<file path="src/common/vimr_pkg.sv">
// Contract
// - Raw status reads one bit per source, hardware or software, before enable masking.
// - Raw status follows the request lines, so its value after reset is undefined.
// - Type-select bit 0 routes a source to normal output, 1 to fast; reset 0.
// - Enable write sets bits written 1, ignores 0; reads show current enables.
// - Reset clears all enable bits so no source reaches either output.
// - A source drives its selected output only while its enable bit is 1.
// - Enable-clear write clears bits written 1, ignores 0; write-only.
// - Soft-request write sets bits written 1; reads show pending requests; reset 0.
// - Soft-clear write clears soft request bits written 1; write-only.
// - With protection bit 1, only transfers with privilege bit high are accepted.
// - With protection bit 0, user and privileged transfers are both accepted.
// - The protection register itself is reachable only by privileged transfers.
// - Protection bits 31 to 1 read zero; software leaves them unmodified.
// - All these registers complete without bus wait states.
// - Handler address register holds current active handler, else the last one.
// - Reading handler address marks interrupt serviced; any write marks it finished.
// - Request inputs pass a two-stage synchroniser before raw status.
package vimr_pkg;

    localparam int unsigned NUM_SOURCES = 32;
    localparam int unsigned ADDR_W = 12;
    localparam int unsigned DATA_W = 32;

    typedef logic [ADDR_W-1:0] vimr_addr_t;
    typedef logic [DATA_W-1:0] vimr_word_t;

    // Byte offsets of the register map.
    localparam vimr_addr_t OFS_RAW_STATUS = 12'h008;
    localparam vimr_addr_t OFS_TYPE_SELECT = 12'h00C;
    localparam vimr_addr_t OFS_ENABLE_SET = 12'h010;
    localparam vimr_addr_t OFS_ENABLE_CLEAR = 12'h014;
    localparam vimr_addr_t OFS_SOFT_SET = 12'h018;
    localparam vimr_addr_t OFS_SOFT_CLEAR = 12'h01C;
    localparam vimr_addr_t OFS_PROTECTION = 12'h020;
    localparam vimr_addr_t OFS_HANDLER_ADDR = 12'hF00;

    // Field positions and reset values.
    localparam int unsigned PROT_BIT = 0;
    localparam int unsigned HPROT_PRIV_BIT = 1;
    localparam vimr_word_t HANDLER_RESET = 32'h0000_0000;
    localparam vimr_word_t ZERO_WORD = 32'h0000_0000;

    // Transfer encodings of the bus.
    localparam logic [1:0] HTRANS_NONSEQ = 2'h2;
    localparam logic [1:0] HTRANS_SEQ = 2'h3;
    localparam logic HRESP_OKAY = 1'h0;

    typedef enum logic [3:0] {
        VIMR_REG_NONE,
        VIMR_REG_RAW,
        VIMR_REG_SELECT,
        VIMR_REG_EN_SET,
        VIMR_REG_EN_CLR,
        VIMR_REG_SOFT_SET,
        VIMR_REG_SOFT_CLR,
        VIMR_REG_PROT,
        VIMR_REG_HANDLER
    } vimr_reg_t;

endpackage

</file>
<file path="src/rtl/vimr_regs.sv">
`timescale 1ns/1ns
`default_nettype none
module vimr_regs #(
    parameter int unsigned NUM_SRC = vimr_pkg::NUM_SOURCES
) (
    input wire logic core_clk,
    input wire logic rst_b,
    // Bus slave port.
    input wire logic hsel,
    input wire vimr_pkg::vimr_addr_t haddr,
    input wire logic [1:0] htrans,
    input wire logic hwrite,
    input wire logic [2:0] hsize,
    input wire logic [3:0] hprot,
    input wire vimr_pkg::vimr_word_t hwdata,
    input wire logic hready,
    output logic hreadyout,
    output logic hresp,
    output vimr_pkg::vimr_word_t hrdata,
    // Request lines from the sources, asynchronous to core_clk.
    input wire logic [NUM_SRC-1:0] raw_request_bits,
    // Handler address offered by the priority logic.
    input wire logic handler_valid,
    input wire vimr_pkg::vimr_word_t handler_addr_in,
    // Steering towards the priority logic and the processor.
    output logic [NUM_SRC-1:0] normal_status,
    output logic [NUM_SRC-1:0] fast_status,
    output logic normal_interrupt_output,
    output logic fast_interrupt_output,
    output logic handler_serviced,
    output logic handler_finished
);
    import vimr_pkg::*;

    logic [NUM_SRC-1:0] synced_request;
    logic [NUM_SRC-1:0] type_select_bits;
    logic [NUM_SRC-1:0] enable_bits;
    logic [NUM_SRC-1:0] soft_request_bits;
    logic [NUM_SRC-1:0] raw_source_status;
    logic [NUM_SRC-1:0] enabled_sources;
    logic protect_bit;
    vimr_word_t current_handler_address;

    // Data-phase state captured at the end of the address phase.
    vimr_reg_t dp_reg;
    logic dp_write;
    logic dp_read;
    logic dp_allowed;

    vimr_reg_t ap_reg;
    logic ap_valid;
    logic ap_allowed;
    logic wr_ok;
    logic rd_ok;

    function automatic vimr_reg_t decode_offset(input vimr_addr_t ofs);
        vimr_reg_t r;
        r = VIMR_REG_NONE;
        unique case (ofs)
            OFS_RAW_STATUS: r = VIMR_REG_RAW;
            OFS_TYPE_SELECT: r = VIMR_REG_SELECT;
            OFS_ENABLE_SET: r = VIMR_REG_EN_SET;
            OFS_ENABLE_CLEAR: r = VIMR_REG_EN_CLR;
            OFS_SOFT_SET: r = VIMR_REG_SOFT_SET;
            OFS_SOFT_CLEAR: r = VIMR_REG_SOFT_CLR;
            OFS_PROTECTION: r = VIMR_REG_PROT;
            OFS_HANDLER_ADDR: r = VIMR_REG_HANDLER;
            default: r = VIMR_REG_NONE;
        endcase
        return r;
    endfunction

    // Protection rules applied to one transfer.
    function automatic logic access_allowed(input vimr_reg_t r, input logic priv, input logic prot_on);
        logic ok;
        ok = 1'b1;
        if (r == VIMR_REG_PROT) begin
            ok = priv;
        end else if (prot_on) begin
            ok = priv;
        end else begin
            ok = 1'b1;
        end
        return ok;
    endfunction

    vimr_sync #(
        .WIDTH(NUM_SRC)
    ) u_sync (
        .core_clk(core_clk),
        .rst_b(rst_b),
        .async_in(raw_request_bits),
        .sync_out(synced_request)
    );

    // Software requests join the hardware ones ahead of all masking.
    assign raw_source_status = synced_request | soft_request_bits;
    assign enabled_sources = raw_source_status & enable_bits;

    // Address phase.
    assign ap_valid = hsel && hready && (htrans == HTRANS_NONSEQ || htrans == HTRANS_SEQ);
    assign ap_reg = decode_offset(haddr);
    assign ap_allowed = access_allowed(ap_reg, hprot[HPROT_PRIV_BIT], protect_bit);

    always_ff @(posedge core_clk or negedge rst_b) begin
        if (!rst_b) begin
            dp_reg <= VIMR_REG_NONE;
            dp_write <= 1'b0;
            dp_read <= 1'b0;
            dp_allowed <= 1'b0;
        end else if (hready) begin
            dp_reg <= ap_reg;
            dp_write <= ap_valid && hwrite;
            dp_read <= ap_valid && !hwrite;
            dp_allowed <= ap_allowed;
        end
    end

    // A blocked access leaves every register untouched.
    assign wr_ok = dp_write && dp_allowed;
    assign rd_ok = dp_read && dp_allowed;

    // Every access finishes in one data phase with an OKAY answer.
    assign hreadyout = 1'b1;
    assign hresp = HRESP_OKAY;

    always_ff @(posedge core_clk or negedge rst_b) begin
        if (!rst_b) begin
            type_select_bits <= '0;
        end else if (wr_ok && dp_reg == VIMR_REG_SELECT) begin
            type_select_bits <= hwdata[NUM_SRC-1:0];
        end
    end

    always_ff @(posedge core_clk or negedge rst_b) begin
        if (!rst_b) begin
            enable_bits <= '0;
        end else if (wr_ok && dp_reg == VIMR_REG_EN_SET) begin
            enable_bits <= enable_bits | hwdata[NUM_SRC-1:0];
        end else if (wr_ok && dp_reg == VIMR_REG_EN_CLR) begin
            enable_bits <= enable_bits & ~hwdata[NUM_SRC-1:0];
        end
    end

    always_ff @(posedge core_clk or negedge rst_b) begin
        if (!rst_b) begin
            soft_request_bits <= '0;
        end else if (wr_ok && dp_reg == VIMR_REG_SOFT_SET) begin
            soft_request_bits <= soft_request_bits | hwdata[NUM_SRC-1:0];
        end else if (wr_ok && dp_reg == VIMR_REG_SOFT_CLR) begin
            soft_request_bits <= soft_request_bits & ~hwdata[NUM_SRC-1:0];
        end
    end

    always_ff @(posedge core_clk or negedge rst_b) begin
        if (!rst_b) begin
            protect_bit <= 1'b0;
        end else if (wr_ok && dp_reg == VIMR_REG_PROT) begin
            protect_bit <= hwdata[PROT_BIT];
        end
    end

    // With no active interrupt the last handler address simply stays.
    always_ff @(posedge core_clk or negedge rst_b) begin
        if (!rst_b) begin
            current_handler_address <= HANDLER_RESET;
        end else if (handler_valid) begin
            current_handler_address <= handler_addr_in;
        end
    end

    // Serviced and finished are one-cycle pulses in the cycle after the data phase.
    always_ff @(posedge core_clk or negedge rst_b) begin
        if (!rst_b) begin
            handler_serviced <= 1'b0;
            handler_finished <= 1'b0;
        end else begin
            handler_serviced <= rd_ok && dp_reg == VIMR_REG_HANDLER && hready;
            handler_finished <= wr_ok && dp_reg == VIMR_REG_HANDLER && hready;
        end
    end

    // Steering outputs are registered so the processor sees glitch-free levels.
    always_ff @(posedge core_clk or negedge rst_b) begin
        if (!rst_b) begin
            normal_status <= '0;
            fast_status <= '0;
            normal_interrupt_output <= 1'b0;
            fast_interrupt_output <= 1'b0;
        end else begin
            normal_status <= enabled_sources & ~type_select_bits;
            fast_status <= enabled_sources & type_select_bits;
            normal_interrupt_output <= |(enabled_sources & ~type_select_bits);
            fast_interrupt_output <= |(enabled_sources & type_select_bits);
        end
    end

    // Read data is muxed from register state during the data phase, so no wait state is needed.
    always_comb begin
        hrdata = ZERO_WORD;
        if (rd_ok) begin
            unique case (dp_reg)
                VIMR_REG_RAW: hrdata[NUM_SRC-1:0] = raw_source_status;
                VIMR_REG_SELECT: hrdata[NUM_SRC-1:0] = type_select_bits;
                VIMR_REG_EN_SET: hrdata[NUM_SRC-1:0] = enable_bits;
                VIMR_REG_SOFT_SET: hrdata[NUM_SRC-1:0] = soft_request_bits;
                VIMR_REG_PROT: hrdata[PROT_BIT] = protect_bit;
                VIMR_REG_HANDLER: hrdata = current_handler_address;
                VIMR_REG_EN_CLR, VIMR_REG_SOFT_CLR, VIMR_REG_NONE: hrdata = ZERO_WORD;
            endcase
        end
    end

endmodule
`default_nettype wire

</file>
<file path="src/rtl/vimr_sync.sv">
`timescale 1ns/1ns
`default_nettype none
// Two-stage synchroniser for a bank of asynchronous request lines.
module vimr_sync #(
    parameter int unsigned WIDTH = 32
) (
    input wire logic core_clk,
    input wire logic rst_b,
    input wire logic [WIDTH-1:0] async_in,
    output logic [WIDTH-1:0] sync_out
);

    logic [WIDTH-1:0] meta_stage;

    // The first stage feeds only the second one, to give metastability a full period to settle.
    always_ff @(posedge core_clk or negedge rst_b) begin
        if (!rst_b) begin
            meta_stage <= '0;
            sync_out <= '0;
        end else begin
            meta_stage <= async_in;
            sync_out <= meta_stage;
        end
    end

endmodule
`default_nettype wire

</file>
<file path="config.mk">
export PLATFORM = sky130hd
export DESIGN_NAME = vimr_regs
export DESIGN_NICKNAME = d
export VERILOG_FILES = /design/src/common/vimr_pkg.sv /design/src/rtl/vimr_regs.sv /design/src/rtl/vimr_sync.sv
export SDC_FILE = /design/constraint.sdc
export NUM_CORES = 1
export LEC_CHECK = 0
export ABC_CLOCK_PERIOD_IN_PS = 1600
export BUFFER_PORTS_ARGS = -buffer_cell sky130_fd_sc_hd__buf_2
export CORE_MARGIN = 8
export CORE_UTILIZATION = 49
export DETAILED_ROUTE_END_ITERATION = 6
export PLACE_DENSITY = 0.82
export SYNTH_ARGS = -nofsm -noshare
export SYNTH_HDL_FRONTEND = slang
export SYNTH_HIERARCHICAL = 1
export SYNTH_SLANG_ARGS = --single-unit
export TNS_END_PERCENT = 30
</file>
<file path="constraint.sdc">
create_clock -name core_clk -period 1.6 [get_ports core_clk]
set_input_delay 0 -clock core_clk [delete_from_list [all_inputs] [get_ports core_clk]]
set_output_delay 0 -clock core_clk [all_outputs]
set_load 0.02 [all_outputs]
</file>
==> impl_results.html <==
<table>
<tr><th>Metric</th><th>Value</th></tr>
<tr><th colspan="2">Yosys</th></tr>
<tr><td>Compound-gate portion of the synthesized area</td><td>around 16%</td></tr>
<tr><td>Async set-or-reset flop fraction in the synthesized netlist</td><td>100.0%</td></tr>
<tr><td>Top-count cell post-synth</td><td>dfrtp_1</td></tr>
<tr><td>Simple-gate share of the synthesized area</td><td>11.09%</td></tr>
<tr><td>Synth Cell Area</td><td>between 10000 and 15000 um^2</td></tr>
<tr><td>Syn nets</td><td>slightly above 1000</td></tr>
<tr><td>Cell types with the largest area share after synthesis</td><td>dfrtp_1 (65%), a22o_1 (5.4%), nor2_1 (3.9%), nand2_1 (3.8%), mux2_2 (3.6%)</td></tr>
<tr><td>Yosys warns</td><td>6</td></tr>
<tr><td>Syn Inst Count</td><td>891</td></tr>
<tr><td>Most common library cells after synthesis</td><td>dfrtp_1 (268), nor2_1 (106), nand2_1 (104), o21ai_0 (70), a22o_1 (64)</td></tr>
<tr><td>Share of the yosys chip area belonging to registers</td><td>roughly two thirds</td></tr>
<tr><td>Unique masters post-synth</td><td>39</td></tr>
<tr><td>Largest family of logic cells by synthesized area</td><td>compound AO/OA/AOI/OAI gates</td></tr>
<tr><td>Top cell type's share of synthesized area</td><td>between 60% and 70%</td></tr>
<tr><td>Per-instance average area after synthesis</td><td>around 12 um^2</td></tr>
<tr><td>Number of storage elements in the synthesis netlist</td><td>between 200 and 300</td></tr>
<tr><td>EDFF count, synth</td><td>0</td></tr>
<tr><td>Xor/xnor cell area share of the yosys netlist</td><td>less than 1%</td></tr>
<tr><td>Cell taking the most area after synthesis</td><td>dfrtp_1</td></tr>
<tr><td>Most frequently used flop master after synthesis</td><td>dfrtp_1</td></tr>
<tr><td>Proportion of synthesized area in mux cells</td><td>around 3.8%</td></tr>
<tr><td>Adder-cell area share of the yosys netlist</td><td>0%</td></tr>
<tr><th colspan="2">Die</th></tr>
<tr><td>Horizontal die dimension</td><td>approximately 160 um</td></tr>
<tr><td>Vertical die dimension</td><td>160.9 um</td></tr>
<tr><td>Floorplan die area</td><td>about 26000 um^2</td></tr>
<tr><td>Starting density of the core</td><td>49.44%</td></tr>
<tr><td># IOs</td><td>around 230</td></tr>
<tr><td>Core Area</td><td>~21000 um^2</td></tr>
<tr><td>Placement row count</td><td>53</td></tr>
<tr><th colspan="2">Run status</th></tr>
<tr><td>Failing checks</td><td>negative setup slack</td></tr>
<tr><td>Run status</td><td>finished with violations</td></tr>
<tr><th colspan="2">Setup path</th></tr>
<tr><td>Data required time at the worst endpoint</td><td>1.60 ns</td></tr>
<tr><td>Startpoint of the worst register-to-register path</td><td>u_sync/sync_out[30]</td></tr>
<tr><td>Highest-delay cell along the critical path</td><td>dfrtp_2</td></tr>
<tr><td>Worst reg2reg setup slack</td><td>-0.40 ns</td></tr>
<tr><td>First element of the critical path</td><td>dp_reg[1]</td></tr>
<tr><td>Critical path endpoint category</td><td>output port</td></tr>
<tr><td>Buffer and inverter count on the worst path</td><td>2</td></tr>
<tr><td>R2R Path End</td><td>normal_interrupt_output</td></tr>
<tr><td>Data arrival time of the critical path</td><td>roughly 2.3 ns</td></tr>
<tr><td>WP depth</td><td>7</td></tr>
<tr><td>Critical path destination</td><td>hrdata[21]</td></tr>
<tr><td>Critical path's largest stage delay</td><td>approximately 0.45 ns</td></tr>
<tr><td>Top fanout value on the critical path</td><td>17</td></tr>
<tr><td>Startpoint class of the critical path</td><td>register</td></tr>
<tr><td>Crit Path Class</td><td>reg2out</td></tr>
<tr><td>Top cell by count, worst path</td><td>nor2_2</td></tr>
<tr><td>Chain of cells forming the critical path</td><td>nor2_2 -&gt; and3_4 -&gt; buf_12 -&gt; a222oi_1 -&gt; o21a_1 -&gt; nor2_2 -&gt; buf_2</td></tr>
<tr><td>R2R depth</td><td>7</td></tr>
<tr><td>Family with the most delay on the worst path</td><td>compound AO/OA/AOI/OAI gates</td></tr>
<tr><th colspan="2">Drt</th></tr>
<tr><td>Routed length per placed instance</td><td>approximately 23 um</td></tr>
<tr><td>Drc violations</td><td>0</td></tr>
<tr><td>Vias</td><td>around 9800</td></tr>
<tr><td>Final antenna-violating net count</td><td>0</td></tr>
<tr><td>Initial detailed-routing violation count</td><td>between 1000 and 1500</td></tr>
<tr><td>Drt total wl</td><td>a little under 40000 um</td></tr>
<tr><td>DR pass1 iterations</td><td>7</td></tr>
<tr><td>Vias per Instance</td><td>about 5.8</td></tr>
<tr><th colspan="2">Power</th></tr>
<tr><td>Worst supply voltage drop on vdd</td><td>between 0.0008 and 0.0009 V</td></tr>
<tr><td>Cell leakage power</td><td>approximately 0.0076 uW</td></tr>
<tr><td>Power density over cell area</td><td>~900 nW/um^2</td></tr>
<tr><td>Total power draw</td><td>about 14000 uW</td></tr>
<tr><th colspan="2">Final layout</th></tr>
<tr><td>Post-Layout Inst Area</td><td>approximately 16000 um^2</td></tr>
<tr><td>Core occupancy in the finished layout</td><td>roughly three quarters</td></tr>
<tr><td>Combined area of the multi-input logic cells</td><td>3649 um^2</td></tr>
<tr><td>Area growth from synthesis to layout</td><td>55.21%</td></tr>
<tr><td>Reg area</td><td>roughly 6700 um^2</td></tr>
<tr><td>Nets@finish</td><td>between 1500 and 2000</td></tr>
<tr><td>Number of filler cells placed in the layout</td><td>about 1200</td></tr>
<tr><td>Share of layout cells above drive strength 1</td><td>between 40% and 50%</td></tr>
<tr><th colspan="2">Timing</th></tr>
<tr><td>Number of failing setup endpoints in the final timing report</td><td>about 120</td></tr>
<tr><td>Unrepaired setup endpoints after global routing</td><td>yes</td></tr>
<tr><td>Final count of hold timing violations</td><td>0</td></tr>
<tr><td>Total negative setup slack</td><td>-38.95 ns</td></tr>
<tr><td>Setup WS post-layout</td><td>-0.6695 ns</td></tr>
<tr><td>Period Utilization, post-route</td><td>141.8%</td></tr>
<tr><td>Min Clock Period, post-route</td><td>around 2.3 ns</td></tr>
<tr><td>Number of max-slew violations in the final report</td><td>0</td></tr>
<tr><td>Peak Freq</td><td>between 400 and 500 MHz</td></tr>
<tr><td>Worst clock skew</td><td>roughly 0.014 ns</td></tr>
<tr><th colspan="2">Placed design</th></tr>
<tr><td>Cell area after placement</td><td>around 13000 um^2</td></tr>
<tr><td>Final weighted congestion of routability-driven global placement</td><td>around 0.84</td></tr>
<tr><td>Buffers on Ports</td><td>roughly 220</td></tr>
<tr><td>Pre-CTS setup slack</td><td>-0.3953 ns</td></tr>
<tr><td>HPWL Detailed</td><td>approximately 22000 um</td></tr>
<tr><th colspan="2">Clock tree</th></tr>
<tr><td>Maximum root-to-sink buffer count</td><td>3</td></tr>
<tr><td>CTS H-Tree Depth</td><td>1</td></tr>
<tr><td>Sinks on the clock net</td><td>about 270</td></tr>
<tr><td>Worst-skew pair later-pin latency</td><td>0.53 ns</td></tr>
<tr><td>TritonCTS clock tree</td><td>built</td></tr>
<tr><td>Clock Root Buffer</td><td>clkbuf_16</td></tr>
<tr><td>Post-CTS clock slew at the launch and capture registers of the worst setup and hold paths</td><td>0.07 ns</td></tr>
<tr><td>TritonCTS buffer count</td><td>26</td></tr>
<tr><th colspan="2">Global routing</th></tr>
<tr><td>Maximum number of pins on one net before global-route repair</td><td>63</td></tr>
<tr><td>GRT overflow</td><td>0</td></tr>
<tr><td>Initial antenna violation count</td><td>1</td></tr>
<tr><td>Aggregate global-route resource usage</td><td>28.54%</td></tr>
<tr><td>Vias in the first global route</td><td>10545</td></tr>
<tr><td>Wire length of the first global-routing pass</td><td>around 58000 um</td></tr>
<tr><th colspan="2">Job</th></tr>
<tr><td>MaxCap Viol Count</td><td>0</td></tr>
<tr><th colspan="2">Hold path</th></tr>
<tr><td>Worst hold path class</td><td>in2reg</td></tr>
</table>
-- final cells by class --
class / instances / area share, %
inverters: 38 / 0.8928
clock inverters: 9 / 0.4934
multi-input cells: 538 / 22.84
repair buffers: 522 / 26.72
clock buffers: 39 / 4.887
flip-flops and latches: 268 / 42.00
diodes: 1 / 0.01566
well taps: 275 / 2.154
-- how the worst min path moves through the flow --
stage	endpoint	depth (start not counted)	from
finish	current_handler_address[0]	3	handler_valid
global route	dp_read	3	hready
CTS	current_handler_address[6]	3	handler_valid
detailed placement	asynchronous set/reset pin	1	rst_b
global placement	asynchronous set/reset pin	1	rst_b
floorplan	asynchronous set/reset pin	0	rst_b
-- kinds of logic after synthesis --
| logic type | after synthesis |
|---|---|
| compound gates | 238 |
| simple gates | 262 |
| buf+inv | 85 |
| xor+xnor | 1 |
| flops | 268 |
| other cells | 2 |
| mux | 35 |
-- timing repair --
| action | in CTS | in global routing |
|---|---|---|
| setup endpoints to repair | 98 | 136 |
| hold endpoints to repair | 438 | 1 |
| gates cloned | 5 | 2 |
| pin swaps | 21 | 30 |
| hold buffers | 120 | 2 |
| resized for setup | 91 | 86 |
| setup buffers | 9 | 12 |
-- layout by cell type, fill, tap and decap left out, types with 5 or more instances in the layout --
master,count
a21oi_1,27
a21oi_2,6
a222oi_1,31
a22o_1,64
buf_12,19
buf_2,183
buf_4,153
buf_6,40
clkbuf_1,6
clkbuf_16,29
clkbuf_8,6
clkinv_2,5
dfrtp_1,265
dlygate4sd3_1,118
inv_1,36
mux2_2,33
nand2_1,98
nand3_1,5
nand4_1,6
nor2_1,72
nor2_2,31
nor4_1,7
nor4_2,8
nor4_4,5
o21a_1,31
o21ai_0,48
o21ai_1,12
o21ai_2,14
-- worst reg2reg max path: stages (launching register included) --
cell,delay [ns]
dfrtp_1,0.41
o21ai_2,0.16
buf_4,0.13
nor2_1,0.05
nor4_1,0.36
buf_4,0.19
nand4_1,0.26
or2_4,0.34
-- power by group --
part / total [uW] / internal [uW] / switching [uW]
sequential: 7190 / 7020 / 172
combinational: 1010 / 512 / 498
clock: 6180 / 3540 / 2640
total: 14400 / 11100 / 3310
-- routing by layer --
metal | part of all wire [%] | wire [um] | vias to the layer above | GRT usage [%]
li1 | - | - | 4145 | -
met1 | 36 | 14260 | 4845 | 32.35
met2 | 51 | 20100 | 651 | 50.71
met3 | 8.0 | 3139 | 154 | 6.066
met4 | 5.0 | 1963 | 0 | 13.09
met5 | 0 | 0 | - | 0
-- per-stage QoR --
| step | hold WS (ns) | instances |
|---|---|---|
| after floorplan | -0.2956 | 891 |
| final | 0.03446 | 1690 |
| after CTS | 0.03875 | 1678 |
| after global placement | -0.06654 | 1496 |
| after global routing | 0.04339 | 1690 |
| after detailed placement | -0.06551 | 1496 |
(Power assumes the default switching activity.)
